<file path="src/fac_pkg.sv">
// Purpose: Shared constants and carrier types for the fault address capture block.
// Assumes: One processor clock, registers reached by the core's privileged load/store port.
// Notes:   Offsets are byte offsets from the control block base.
package fac_pkg;

  localparam logic [31:0] FAC_SCB_BASE      = 32'hE000_ED00;
  localparam logic [31:0] FAC_AUX_ADDR      = 32'hE000_E008;
  // Identification value is arbitrary, not taken from any real part.
  localparam logic [31:0] FAC_ID_VALUE      = 32'h1234_5678;

  localparam logic [7:0]  FAC_OFF_ID        = 8'h00;
  localparam logic [7:0]  FAC_OFF_INTERRUPT_CONTROL_STATE      = 8'h04;
  localparam logic [7:0]  FAC_OFF_VECTOR_TABLE_OFFSET      = 8'h08;
  localparam logic [7:0]  FAC_OFF_APP_INTERRUPT_RESET_CONTROL     = 8'h0C;
  localparam logic [7:0]  FAC_OFF_SCR       = 8'h10;
  localparam logic [7:0]  FAC_OFF_PRI1      = 8'h18;
  localparam logic [7:0]  FAC_OFF_PRI2      = 8'h1C;
  localparam logic [7:0]  FAC_OFF_PRI3      = 8'h20;
  localparam logic [7:0]  FAC_OFF_CONFIGURABLE_FAULT_STATUS      = 8'h28;
  localparam logic [7:0]  FAC_OFF_PFAR      = 8'h34;
  localparam logic [7:0]  FAC_OFF_BUS_FAULT_ADDRESS      = 8'h38;

  localparam int          FAC_BIT_DACC      = 1;
  localparam int          FAC_BIT_PVALID    = 7;
  localparam int          FAC_BIT_PRECISE   = 9;
  localparam int          FAC_BIT_BVALID    = 15;

  localparam logic [1:0]  FAC_SZ_BYTE       = 2'h0;
  localparam logic [1:0]  FAC_SZ_HALF       = 2'h1;
  localparam logic [1:0]  FAC_SZ_WORD       = 2'h2;

  localparam logic [31:0] FAC_RST_WORD      = 32'h0000_0000;
  localparam logic [3:0]  FAC_RST_FLAGS     = 4'h0;

  typedef struct packed {
    logic        valid;
    logic        write;
    logic        priv;
    logic [1:0]  size;
    logic [31:0] addr;
    logic [31:0] wdata;
  } fac_req_t;

  typedef struct packed {
    logic        valid;
    logic        err;
    logic [31:0] rdata;
  } fac_rsp_t;

  typedef struct packed {
    logic        dataViol;
    logic [31:0] dataViolAddr;
    logic        preciseBusErr;
    logic [31:0] busReqAddr;
    logic        otherMemFault;
    logic        otherBusFault;
  } fac_fault_t;

endpackage : fac_pkg

</file>
<file path="src/fac_fault_address_regs.sv">
// Purpose: Fault address capture registers and their control block decode.
// Assumes: Requests come from the core load/store port, answered one cycle later.
// Notes:   Only the valid and cause flags of the fault status word are kept here.
`timescale 1ns/1ps
module fac_fault_address_regs
  import fac_pkg::*;
#(
  parameter bit HAS_AUX = 1'b1
) (
  // Clock and reset
  input  wire logic       clk_sys,
  input  wire logic       rst,
  // Core register port
  input  wire fac_req_t   req,
  output fac_rsp_t        rsp,
  // Fault events from the core
  input  wire fac_fault_t fault,
  // Status view
  output logic            protValid,
  output logic            busValid
);

  typedef struct packed {
    fac_rsp_t         rsp;
    logic [3:0]       flags;
    logic [2:0][31:0] pri;
    logic [31:0]      vector_table_offset;
    logic [31:0]      system_sleep_control;
    logic [31:0]      aux;
  } fac_state_t;

  fac_state_t  st_r;
  fac_state_t  st_nxt;

  logic [31:0] protAddr;
  logic [31:0] busAddr;
  logic        hitScb;
  logic        hitAux;
  logic [7:0]  off;
  logic        subWordOk;
  logic        aligned;
  logic        mapped;
  logic        accOk;
  logic [3:0]  be;
  logic [31:0] bmask;
  logic        swProt;
  logic        swBus;
  logic [31:0] rdVal;
  logic        setProt;
  logic        setBus;

  function automatic logic [3:0] lanes(input logic [1:0] sz, input logic [1:0] a);
    logic [3:0] r;
    r = 4'h0;
    case (sz)
      FAC_SZ_BYTE: r = 4'h1 << a;
      FAC_SZ_HALF: r = a[1] ? 4'hC : 4'h3;
      default:     r = 4'hF;
    endcase
    return r;
  endfunction : lanes

  assign setProt = fault.dataViol;
  assign setBus  = fault.preciseBusErr;

  always_comb begin
    hitScb    = (req.addr[31:8] == FAC_SCB_BASE[31:8]);
    hitAux    = HAS_AUX && (req.addr == FAC_AUX_ADDR);
    off       = req.addr[7:0];
    subWordOk = hitScb && (off[7:2] == FAC_OFF_PRI1[7:2] || off[7:2] == FAC_OFF_PRI2[7:2] ||
                off[7:2] == FAC_OFF_PRI3[7:2] || off[7:2] == FAC_OFF_CONFIGURABLE_FAULT_STATUS[7:2]);
    case (req.size)
      FAC_SZ_BYTE: aligned = 1'b1;
      FAC_SZ_HALF: aligned = ~req.addr[0];
      FAC_SZ_WORD: aligned = (req.addr[1:0] == 2'h0);
      default:     aligned = 1'b0;
    endcase
    mapped = hitAux;
    if (hitScb) begin
      case ({off[7:2], 2'h0})
        FAC_OFF_ID, FAC_OFF_INTERRUPT_CONTROL_STATE, FAC_OFF_VECTOR_TABLE_OFFSET, FAC_OFF_APP_INTERRUPT_RESET_CONTROL, FAC_OFF_SCR,
        FAC_OFF_PRI1, FAC_OFF_PRI2, FAC_OFF_PRI3, FAC_OFF_CONFIGURABLE_FAULT_STATUS,
        FAC_OFF_PFAR, FAC_OFF_BUS_FAULT_ADDRESS: mapped = 1'b1;
        default:                    mapped = 1'b0;
      endcase
    end
    // Sub-word access elsewhere is refused rather than merged, which keeps decode simple.
    accOk = req.priv && aligned && mapped &&
            (req.size == FAC_SZ_WORD || subWordOk);
    be    = lanes(req.size, req.addr[1:0]);
    bmask = {{8{be[3]}}, {8{be[2]}}, {8{be[1]}}, {8{be[0]}}};
    swProt = req.valid && req.write && accOk && hitScb && ({off[7:2], 2'h0} == FAC_OFF_PFAR);
    swBus  = req.valid && req.write && accOk && hitScb && ({off[7:2], 2'h0} == FAC_OFF_BUS_FAULT_ADDRESS);
  end

  always_comb begin
    rdVal = FAC_RST_WORD;
    if (hitAux) begin
      rdVal = st_r.aux;
    end else begin
      case ({off[7:2], 2'h0})
        FAC_OFF_ID:   rdVal = FAC_ID_VALUE;
        FAC_OFF_VECTOR_TABLE_OFFSET: rdVal = st_r.vector_table_offset;
        FAC_OFF_SCR:  rdVal = st_r.system_sleep_control;
        FAC_OFF_PRI1: rdVal = st_r.pri[0];
        FAC_OFF_PRI2: rdVal = st_r.pri[1];
        FAC_OFF_PRI3: rdVal = st_r.pri[2];
        FAC_OFF_CONFIGURABLE_FAULT_STATUS: begin
          rdVal[FAC_BIT_DACC]    = st_r.flags[0];
          rdVal[FAC_BIT_PVALID]  = st_r.flags[1];
          rdVal[FAC_BIT_PRECISE] = st_r.flags[2];
          rdVal[FAC_BIT_BVALID]  = st_r.flags[3];
        end
        FAC_OFF_PFAR: rdVal = protAddr;
        FAC_OFF_BUS_FAULT_ADDRESS: rdVal = busAddr;
        default:      rdVal = FAC_RST_WORD;
      endcase
    end
  end

  always_comb begin
    logic [31:0] clr;
    clr = FAC_RST_WORD;
    st_nxt           = st_r;
    st_nxt.rsp.valid = req.valid;
    st_nxt.rsp.err   = req.valid && !accOk;
    if (req.valid && accOk && !req.write) begin
      st_nxt.rsp.rdata = rdVal;
    end
    if (req.valid && accOk && req.write) begin
      if (hitAux) begin
        st_nxt.aux = req.wdata;
      end else begin
        case ({off[7:2], 2'h0})
          FAC_OFF_VECTOR_TABLE_OFFSET: st_nxt.vector_table_offset   = req.wdata;
          FAC_OFF_SCR:  st_nxt.system_sleep_control    = req.wdata;
          FAC_OFF_PRI1: st_nxt.pri[0] = (st_r.pri[0] & ~bmask) | (req.wdata & bmask);
          FAC_OFF_PRI2: st_nxt.pri[1] = (st_r.pri[1] & ~bmask) | (req.wdata & bmask);
          FAC_OFF_PRI3: st_nxt.pri[2] = (st_r.pri[2] & ~bmask) | (req.wdata & bmask);
          FAC_OFF_CONFIGURABLE_FAULT_STATUS: clr = req.wdata & bmask;
          default:      clr = FAC_RST_WORD;
        endcase
      end
    end
    // Flags clear by writing one; a same-cycle hardware set still wins.
    if (clr[FAC_BIT_DACC])    st_nxt.flags[0] = 1'b0;
    if (clr[FAC_BIT_PVALID])  st_nxt.flags[1] = 1'b0;
    if (clr[FAC_BIT_PRECISE]) st_nxt.flags[2] = 1'b0;
    if (clr[FAC_BIT_BVALID])  st_nxt.flags[3] = 1'b0;
    if (fault.dataViol && !setBus) begin
      st_nxt.flags[3] = 1'b0;
    end
    if (setProt) begin
      st_nxt.flags[0] = 1'b1;
      st_nxt.flags[1] = 1'b1;
    end
    if (setBus) begin
      st_nxt.flags[2] = 1'b1;
      st_nxt.flags[3] = 1'b1;
    end
  end

  always_ff @(posedge clk_sys or posedge rst) begin
    if (rst) begin
      st_r.rsp   <= '0;
      st_r.flags <= FAC_RST_FLAGS;
      st_r.pri   <= '0;
      st_r.vector_table_offset  <= FAC_RST_WORD;
      st_r.system_sleep_control   <= FAC_RST_WORD;
      st_r.aux   <= FAC_RST_WORD;
    end else begin
      st_r <= st_nxt;
    end
  end

  // The sub-access address comes straight from the core, so any split piece can be captured.
  fac_capture_reg #(.WIDTH(32)) u_protAddr (
    .clk_sys (clk_sys),
    .capEn   (setProt),
    .capAddr (fault.dataViolAddr),
    .swEn    (swProt),
    .swData  (req.wdata),
    .value   (protAddr)
  );

  fac_capture_reg #(.WIDTH(32)) u_busAddr (
    .clk_sys (clk_sys),
    .capEn   (setBus),
    .capAddr (fault.busReqAddr),
    .swEn    (swBus),
    .swData  (req.wdata),
    .value   (busAddr)
  );

  assign rsp       = st_r.rsp;
  assign protValid = st_r.flags[1];
  assign busValid  = st_r.flags[3];

  property p_protCapture;
    @(posedge clk_sys) disable iff (rst)
    fault.dataViol |=> (protAddr == $past(fault.dataViolAddr)) && protValid;
  endproperty
  a_protCapture: assert property (p_protCapture) else $error("Protection address not captured.");

  property p_busCapture;
    @(posedge clk_sys) disable iff (rst)
    fault.preciseBusErr |=> (busAddr == $past(fault.busReqAddr)) && busValid;
  endproperty
  a_busCapture: assert property (p_busCapture) else $error("Bus fault address not captured.");

  property p_busClearedByMem;
    @(posedge clk_sys) disable iff (rst)
    fault.dataViol && !fault.preciseBusErr |=> !busValid;
  endproperty
  a_busClearedByMem: assert property (p_busClearedByMem) else $error("Bus flag not cleared.");

  property p_busNoWrite;
    @(posedge clk_sys) disable iff (rst)
    !fault.preciseBusErr && !swBus |=> $stable(busAddr);
  endproperty
  a_busNoWrite: assert property (p_busNoWrite) else $error("Bus fault address changed unexpectedly.");

  property p_protNoWrite;
    @(posedge clk_sys) disable iff (rst)
    !fault.dataViol && !swProt |=> $stable(protAddr);
  endproperty
  a_protNoWrite: assert property (p_protNoWrite) else $error("Protection address changed unexpectedly.");

  property p_unalignedErr;
    @(posedge clk_sys) disable iff (rst)
    req.valid && req.size == FAC_SZ_WORD && req.addr[1:0] != 2'h0 |=> rsp.valid && rsp.err;
  endproperty
  a_unalignedErr: assert property (p_unalignedErr) else $error("Unaligned access accepted.");

  property p_byteStatusOk;
    @(posedge clk_sys) disable iff (rst)
    req.valid && req.priv && req.size == FAC_SZ_BYTE && req.addr[31:2] == {FAC_SCB_BASE[31:8], FAC_OFF_CONFIGURABLE_FAULT_STATUS[7:2]}
      |=> rsp.valid && !rsp.err;
  endproperty
  a_byteStatusOk: assert property (p_byteStatusOk) else $error("Byte access to status refused.");

  property p_userRefused;
    @(posedge clk_sys) disable iff (rst)
    req.valid && !req.priv |=> rsp.err;
  endproperty
  a_userRefused: assert property (p_userRefused) else $error("Unprivileged access accepted.");

  property p_idRead;
    @(posedge clk_sys) disable iff (rst)
    req.valid && req.priv && !req.write && req.size == FAC_SZ_WORD && req.addr == FAC_SCB_BASE
      |=> rsp.rdata == FAC_ID_VALUE && !rsp.err;
  endproperty
  a_idRead: assert property (p_idRead) else $error("Identity word wrong.");

  property p_validWithFlagSet;
    @(posedge clk_sys) disable iff (rst)
    !protValid ##1 protValid |-> $past(fault.dataViol);
  endproperty
  a_validWithFlagSet: assert property (p_validWithFlagSet) else $error("Flag set without fault.");

  property p_unmappedErr;
    @(posedge clk_sys) disable iff (rst)
    req.valid && !mapped |=> rsp.valid && rsp.err;
  endproperty
  a_unmappedErr: assert property (p_unmappedErr) else $error("Unmapped access accepted.");

  property p_oddHalfErr;
    @(posedge clk_sys) disable iff (rst)
    req.valid && req.size == FAC_SZ_HALF && req.addr[0] |=> rsp.valid && rsp.err;
  endproperty
  a_oddHalfErr: assert property (p_oddHalfErr) else $error("Odd halfword access accepted.");

  property p_wordOnlyElsewhere;
    @(posedge clk_sys) disable iff (rst)
    req.valid && hitScb && !subWordOk && req.size != FAC_SZ_WORD |=> rsp.err;
  endproperty
  a_wordOnlyElsewhere: assert property (p_wordOnlyElsewhere) else $error("Sub-word access accepted.");

  property p_refusedWriteKeeps;
    @(posedge clk_sys) disable iff (rst)
    req.valid && req.write && !accOk |=> $stable(st_r.vector_table_offset) && $stable(st_r.pri);
  endproperty
  a_refusedWriteKeeps: assert property (p_refusedWriteKeeps) else $error("Refused write changed state.");

endmodule : fac_fault_address_regs

</file>
<file path="src/fac_capture_reg.sv">
// Purpose: One 32-bit fault address register, loaded by hardware capture or software write.
// Assumes: Capture and write arrive as one-cycle strobes on clk_sys.
// Notes:   Contents are undefined after reset, so the register has no reset.
`timescale 1ns/1ps
module fac_capture_reg
  import fac_pkg::*;
#(
  parameter int WIDTH = 32
) (
  // Clock
  input  wire logic             clk_sys,
  // Hardware capture
  input  wire logic             capEn,
  input  wire logic [WIDTH-1:0] capAddr,
  // Software write
  input  wire logic             swEn,
  input  wire logic [WIDTH-1:0] swData,
  // Stored value
  output logic      [WIDTH-1:0] value
);

  typedef struct packed {
    logic [WIDTH-1:0] addr;
  } fac_cap_state_t;

  fac_cap_state_t st_r;
  fac_cap_state_t st_nxt;

  // A capture beats a same-cycle software write so that a fault is never lost.
  always_comb begin
    st_nxt = st_r;
    if (capEn) begin
      st_nxt.addr = capAddr;
    end else if (swEn) begin
      st_nxt.addr = swData;
    end
  end

  always_ff @(posedge clk_sys) begin
    st_r <= st_nxt;
  end

  assign value = st_r.addr;

endmodule : fac_capture_reg

</file>
<file path="config.mk">
export PLATFORM = sky130hd
export DESIGN_NAME = fac_fault_address_regs
export DESIGN_NICKNAME = d
export VERILOG_FILES = /design/src/fac_pkg.sv /design/src/fac_fault_address_regs.sv /design/src/fac_capture_reg.sv
export SDC_FILE = /design/constraint.sdc
export NUM_CORES = 1
export LEC_CHECK = 0
export BUFFER_PORTS_ARGS = -buffer_cell sky130_fd_sc_hd__buf_2
export CORE_MARGIN = 2
export CORE_UTILIZATION = 45
export CTS_CLUSTER_DIAMETER = 30
export DETAILED_ROUTE_END_ITERATION = 10
export PLACE_DENSITY = 0.67
export SKIP_LAST_GASP = 1
export SYNTH_ARGS = -nofsm -noshare
export SYNTH_HDL_FRONTEND = slang
export SYNTH_SLANG_ARGS = --single-unit
</file>
<file path="constraint.sdc">
create_clock -name clk_sys -period 6.5 [get_ports clk_sys]
set_input_delay 0.325 -clock clk_sys [delete_from_list [all_inputs] [get_ports clk_sys]]
set_output_delay 0.325 -clock clk_sys [all_outputs]
set_load 0.1 [all_outputs]
</file>
**Word-level counts from Yosys, hierarchy flattened**

Cells that the tools add are included.

- Register bits: 294
- Bits of input ports: 139
- Output and inout port bits: 36
- Logic and storage cells: 106

- Eq/ne operators: 14
- Shift-type cells: 1
- Mux-type cells: 29
- Bitwise logic cells: 10
- Reductions and logical operators: 37

Operators with widths:

| kind | count |
|---|---|
| $mux 32 | 5 |
| $and 32x32->32 | 4 |
| $pmux 16 s8 | 1 |
| $or 32x32->32 | 3 |
| $pmux 5 s8 | 2 |
| $mux 16 | 3 |
| $eq 32x32->1 const B | 1 |
| $not 32->32 | 1 |
| $eq 24x24->1 const B | 1 |
| $eq 6x4->1 const B | 4 |
| $pmux 1 s8 | 3 |
| $eq 6x3->1 const B | 3 |
| $reduce_and 3->1 | 5 |
| $logic_and 1x1->1 | 14 |
| $pmux 1 s7 | 2 |
| $eq 6x2->1 const B | 2 |
| $reduce_or 11->1 | 1 |
| $reduce_bool 2->1 | 5 |
| $pmux 1 s9 | 1 |
| $pmux 4 s2 | 1 |
| $mux 1 | 7 |
| $eq 6x1->1 const B | 1 |
| $logic_not 6->1 | 1 |
| $logic_not 2->1 | 2 |
| other kinds (11) | 18 |

**Longest topological paths before layout**

- Depth after elaboration: 13
- Depth in mapped cells: 11

**Modules after synthesis**

From an unflattened synthesis, not the netlist that was laid out.

- Cell total of the unflattened synthesis: 1037
- Area, all modules: 14159.8 um^2

By module, submodules not included:

| module | instances | cells an instance | area each (um^2) |
|---|---|---|---|
| fac_fault_address_regs | 1 | 899 | 11144.4 |
| fac_capture_reg | 2 | 69 | 1507.7 |

**Least setup slack after synthesis**

No wires, ideal clock.

- Path type: input -> register
- Start point: in req[37] (netlist name)
- End point: reg u_busAddr.st_r, in the netlist u_busAddr.value[0] (enable)
- Library setup time: 0.390 ns
- Data arrival time: 2.702 ns
- Path slack: 3.408 ns
- Stages on the path: 8
- Buffers on the path: 5
- Path through: clkbuf_1 buf_2 and2_1 clkbuf_1 and2_1 clkbuf_1 clkbuf_1 a41o_1

- Cells in the longest elaborated chain, start to end: 11
- Elaborated cells between the ends (all ways): 26
- Classes of those cells: eq/ne: 11; mux: 2; reduce/logical: 13

RTL lines:

| item | RTL line | text |
|---|---|---|
| from (decl) | fac_fault_address_regs.sv:14 | `input wire fac_req_t req,` |
| parallel branches: the longest is 9 deep, another holds $reduce_or 11->1 | n/a |  |
| $logic_and 1x1->1 * | fac_fault_address_regs.sv:93 | `swBus = req.valid && req.write && accOk && hitScb && ({off[7:2], 2'h0} == FAC_OFF_BUS_FAULT_ADDRESS);` |
| $reduce_bool 2->1 (no source line) * | n/a |  |
| to (signal assigned) | fac_capture_reg.sv:40 | `st_r <= st_nxt;` |
| to (decl) | fac_capture_reg.sv:26 | `fac_cap_state_t st_r;` |

Every way passes the cells marked *.
A chain may end at the register's enable or synchronous reset.

**Final worst setup path**

- Start point: in req[34] (netlist name)
- End point: reg u_protAddr.st_r, in the netlist u_protAddr.value[6] (enable)

- Cells in the longest elaborated chain, start to end: 11
- Elaborated cells between the ends (all ways): 26
- Classes of those cells: eq/ne: 11; mux: 2; reduce/logical: 13

RTL lines:

| item | RTL line | text |
|---|---|---|
| parallel branches: the longest is 9 deep, another holds $reduce_or 11->1 | n/a |  |
| $logic_and 1x1->1 * | fac_fault_address_regs.sv:92 | `swProt = req.valid && req.write && accOk && hitScb && ({off[7:2], 2'h0} == FAC_OFF_PFAR);` |
| $reduce_bool 2->1 (no source line) * | n/a |  |
| to (signal assigned) | fac_capture_reg.sv:40 |  |
| to (decl) | fac_capture_reg.sv:26 |  |

Marked as above.

==> results_dict.tcl <==
set metrics [dict create \
    synth_cell_types 56 \
    dr.pass1.iters 5 \
    path_clk_slew_ns 0.05 \
    grt_max_degree 77 \
    slowest_delay_ns 0.97 \
    ys_seq_area_share_pct 55.5 \
    worstPathMaxFanout 23 \
    use_met2_pct 40.8 \
    fp.dieW_um 179 \
    antenna_found_initial 1 \
    ctsResizeCount 0 \
    yosysTopAreaCell "dfrtp_1" \
    clk-insertion-delay-late_ns 0.54 \
    synth_area_mm2 0.0138 \
    yosysMostFrequentCell "dfrtp_1" \
    async_reset_ff_share_pct 78.2 \
    root_buffer "clkbuf_16" \
    design_area_mm2 0.0171 \
    grt_overflow 0 \
    via_per_inst 5.90 \
    grt_usage_pct 24.2 \
    cp.buffers_inverters 2 \
    final_util_pct 56.1 \
    required_ns 6.70 \
    maxSlewViolCount 0 \
    final.min_clock_period_ns 3.60 \
    h-tree-depth 3 \
    p_sw_share_pct 22.5 \
    ys_seq_elements 294 \
    drcViolationCount 0 \
    slowest_stage "a41o_1" \
    holdBufCountCts 1 \
    post-route-period-util_pct 55.5 \
    outcome "complete, but fails checks" \
    synth_common_cells "230 x dfrtp_1, 221 x mux2_2, 71 x a21oi_1" \
    synth_top_area_share_pct 41.6 \
    tns_ns 0 \
    p_seq_share_pct 35.9 \
    tightest_slew_ns 1.14 \
    powerDensity_mw_per_mm2 319 \
    switchingPower_mw 1.23 \
    synth_nets 1161 \
    drt_iter0_drc 906 \
    crit_family "simple AND/OR/NAND/NOR gates" \
    avgSynthCellArea_um2 13.5 \
    cts_buffer_depth 3 \
    fin_skew_ns 0.0108 \
    drive_gt1_share_pct 47.6 \
    arrival_ns 3.81 \
    port_buffers 172 \
    start_kind "input port" \
    syn2layout_area_growth_pct 23.5 \
    syn_inst 1022 \
    synth.area.top_cells "dfrtp_1 42%, mux2_2 18%, edfxtp_1 14%" \
    p_comb_share_pct 4.3 \
    vias 9669 \
    wire_per_inst_um 23.5 \
    path_cells "buf_2 > nor4b_4 > nand4_2 > o21ai_2 > and4bb_2 > a41o_1 > buf_4" \
    multiInputGateArea_mm2 0.00561 \
    clkSinkCount 294 \
    antenna_left 0 \
    final-seq-area_mm2 0.00768 \
    clkPwrFrac_pct 59.8 \
    grt_pass1_wl_um 58200 \
    initial_utilization_pct 45.4 \
    synth_edf_count 64 \
    io_pins 175 \
    holdWs_ns -0.0138 \
    cts_tree "yes" \
    finalHoldViolCount 11 \
    hold_class "in -> async" \
    setup_viol 0 \
    endpoint_kind "flip-flop" \
    p_leak_nw 7.96 \
    rsz0062_at_grt "no" \
    ir_drop_v 0.000181 \
    row_count 64 \
    gp_congestion 0.802 \
    yosysWarnings 0 \
    dieHeight_um 179 \
    fmax_mhz 277 \
    cap_viol_max_count 0 \
    met3_usage_pct 4.47 \
    ys.flop_type "dfrtp_1" \
    fillers 2500 \
    grt-busiest-layer "met2" \
    place_area_mm2 0.0148 \
    coreArea_mm2 0.0304 \
    dieArea_mm2 0.0321 \
    first_global_vias 9975 \
    numCtsBuffers 67 \
    critPathKind "in -> reg" \
    nets 1326 \
    maxSlewHeadroom_pct 23.9 \
    post_cts_buffers 0 \
    drt_wl_total_um 38500 \
    dp_hpwl_um 22800 \
    use_met1_pct 31.4 \
    p_int_mw 4.22 \
    violations "negative hold slack" \
]
-- cells in the final DEF (no fill, tap or decap), types with 7 or more instances in the layout --
cell type and instances:
a21oi_1 71, a221oi_1 8, a222oi_1 22, a22oi_1 65
a2bb2oi_1 8, buf_2 172, buf_4 21, clkbuf_1 14
clkbuf_16 70, clkinv_2 12, dfrtp_1 230, edfxtp_1 64
inv_1 8, mux2_2 221, mux2_4 30, mux2i_1 7
nand2_1 37, nand3_1 16, nand4_1 11, nor2_1 16
nor2b_1 8, nor4_4 12, o21ai_0 16
-- through the flow --
stage / cells / hold slack, ns / setup WS [ns] / power, mW
2_1_floorplan: 1022 / 0.356 / 3.17 / 2.10
3_3_place_gp: 1513 / 0.463 / 2.45 / 2.22
3_5_place_dp: 1513 / 0.468 / 2.36 / 2.22
4_1_cts: 1638 / 0.0112 / 2.91 / 5.48
5_1_grt: 1638 / 0.0535 / 2.78 / 5.60
6_report: 1639 / -0.0138 / 2.90 / 5.45
-- worst paths after layout --
kind | from | endpoint | slack, ns | depth (start not counted)
max | req[34] | u_protAddr.value[6] | 2.90 | 7
min | rst | asynchronous set/reset pin | -0.01 | 2
max reg2reg | busValid | rsp[15] | 4.97 | 6
min reg2reg | rsp[8] | rsp[8] | 0.47 | 2
max in group asynchronous | rst | st_r[34] | 5.05 | 3
min in group clk_sys | fault[11] | u_busAddr.value[9] | 0.07 | 2
-- power by group through the flow --
stage | clock [mW] | combinational, mW | sequential, mW
after detailed placement | 0 | 0.235 | 1.98
after CTS | 3.29 | 0.237 | 1.96
final | 3.26 | 0.235 | 1.96
after global routing | 3.39 | 0.256 | 1.96
after floorplan | 0 | 0.119 | 1.98
after global placement | 0 | 0.232 | 1.99
-- per-layer routing --
layer | vias to the layer above | wire (um) | part of all wire (%)
met3 | 71 | 2290 | 6.0
met5 | - | 0 | 0
met4 | 0 | 850 | 2.2
met1 | 5025 | 16100 | 42
met2 | 341 | 19300 | 50
li1 | 4232 | - | -
-- logic make-up (layout without fill, tap and decap cells) --
logic type / count (synthesis) / count (layout) / share of synthesized area, %
AO/OA/AOI/OAI: 217 / 217 / 11.0
XOR/XNOR: 2 / 2 / 0.127
adder cells (fa/ha/maj): 1 / 1 / 0.0724
buffers and inverters: 107 / 327 / 4.29
flip-flops: 294 / 294 / 55.5
multiplexers: 263 / 263 / 22.2
other: 0 / 1 / 0
AND/OR/NAND/NOR: 138 / 138 / 6.86
-- layout make-up --
type / count / share of cell area, %
tap: 396 / 2.90
multi-input combinational: 621 / 32.8
clock inverter: 34 / 2.00
clock buffer: 90 / 11.0
sequential: 294 / 45.0
timing repair buffer: 194 / 6.02
inverter: 9 / 0.220
antenna: 1 / 0.0147
Note: power is estimated with default switching activity, not from simulation.
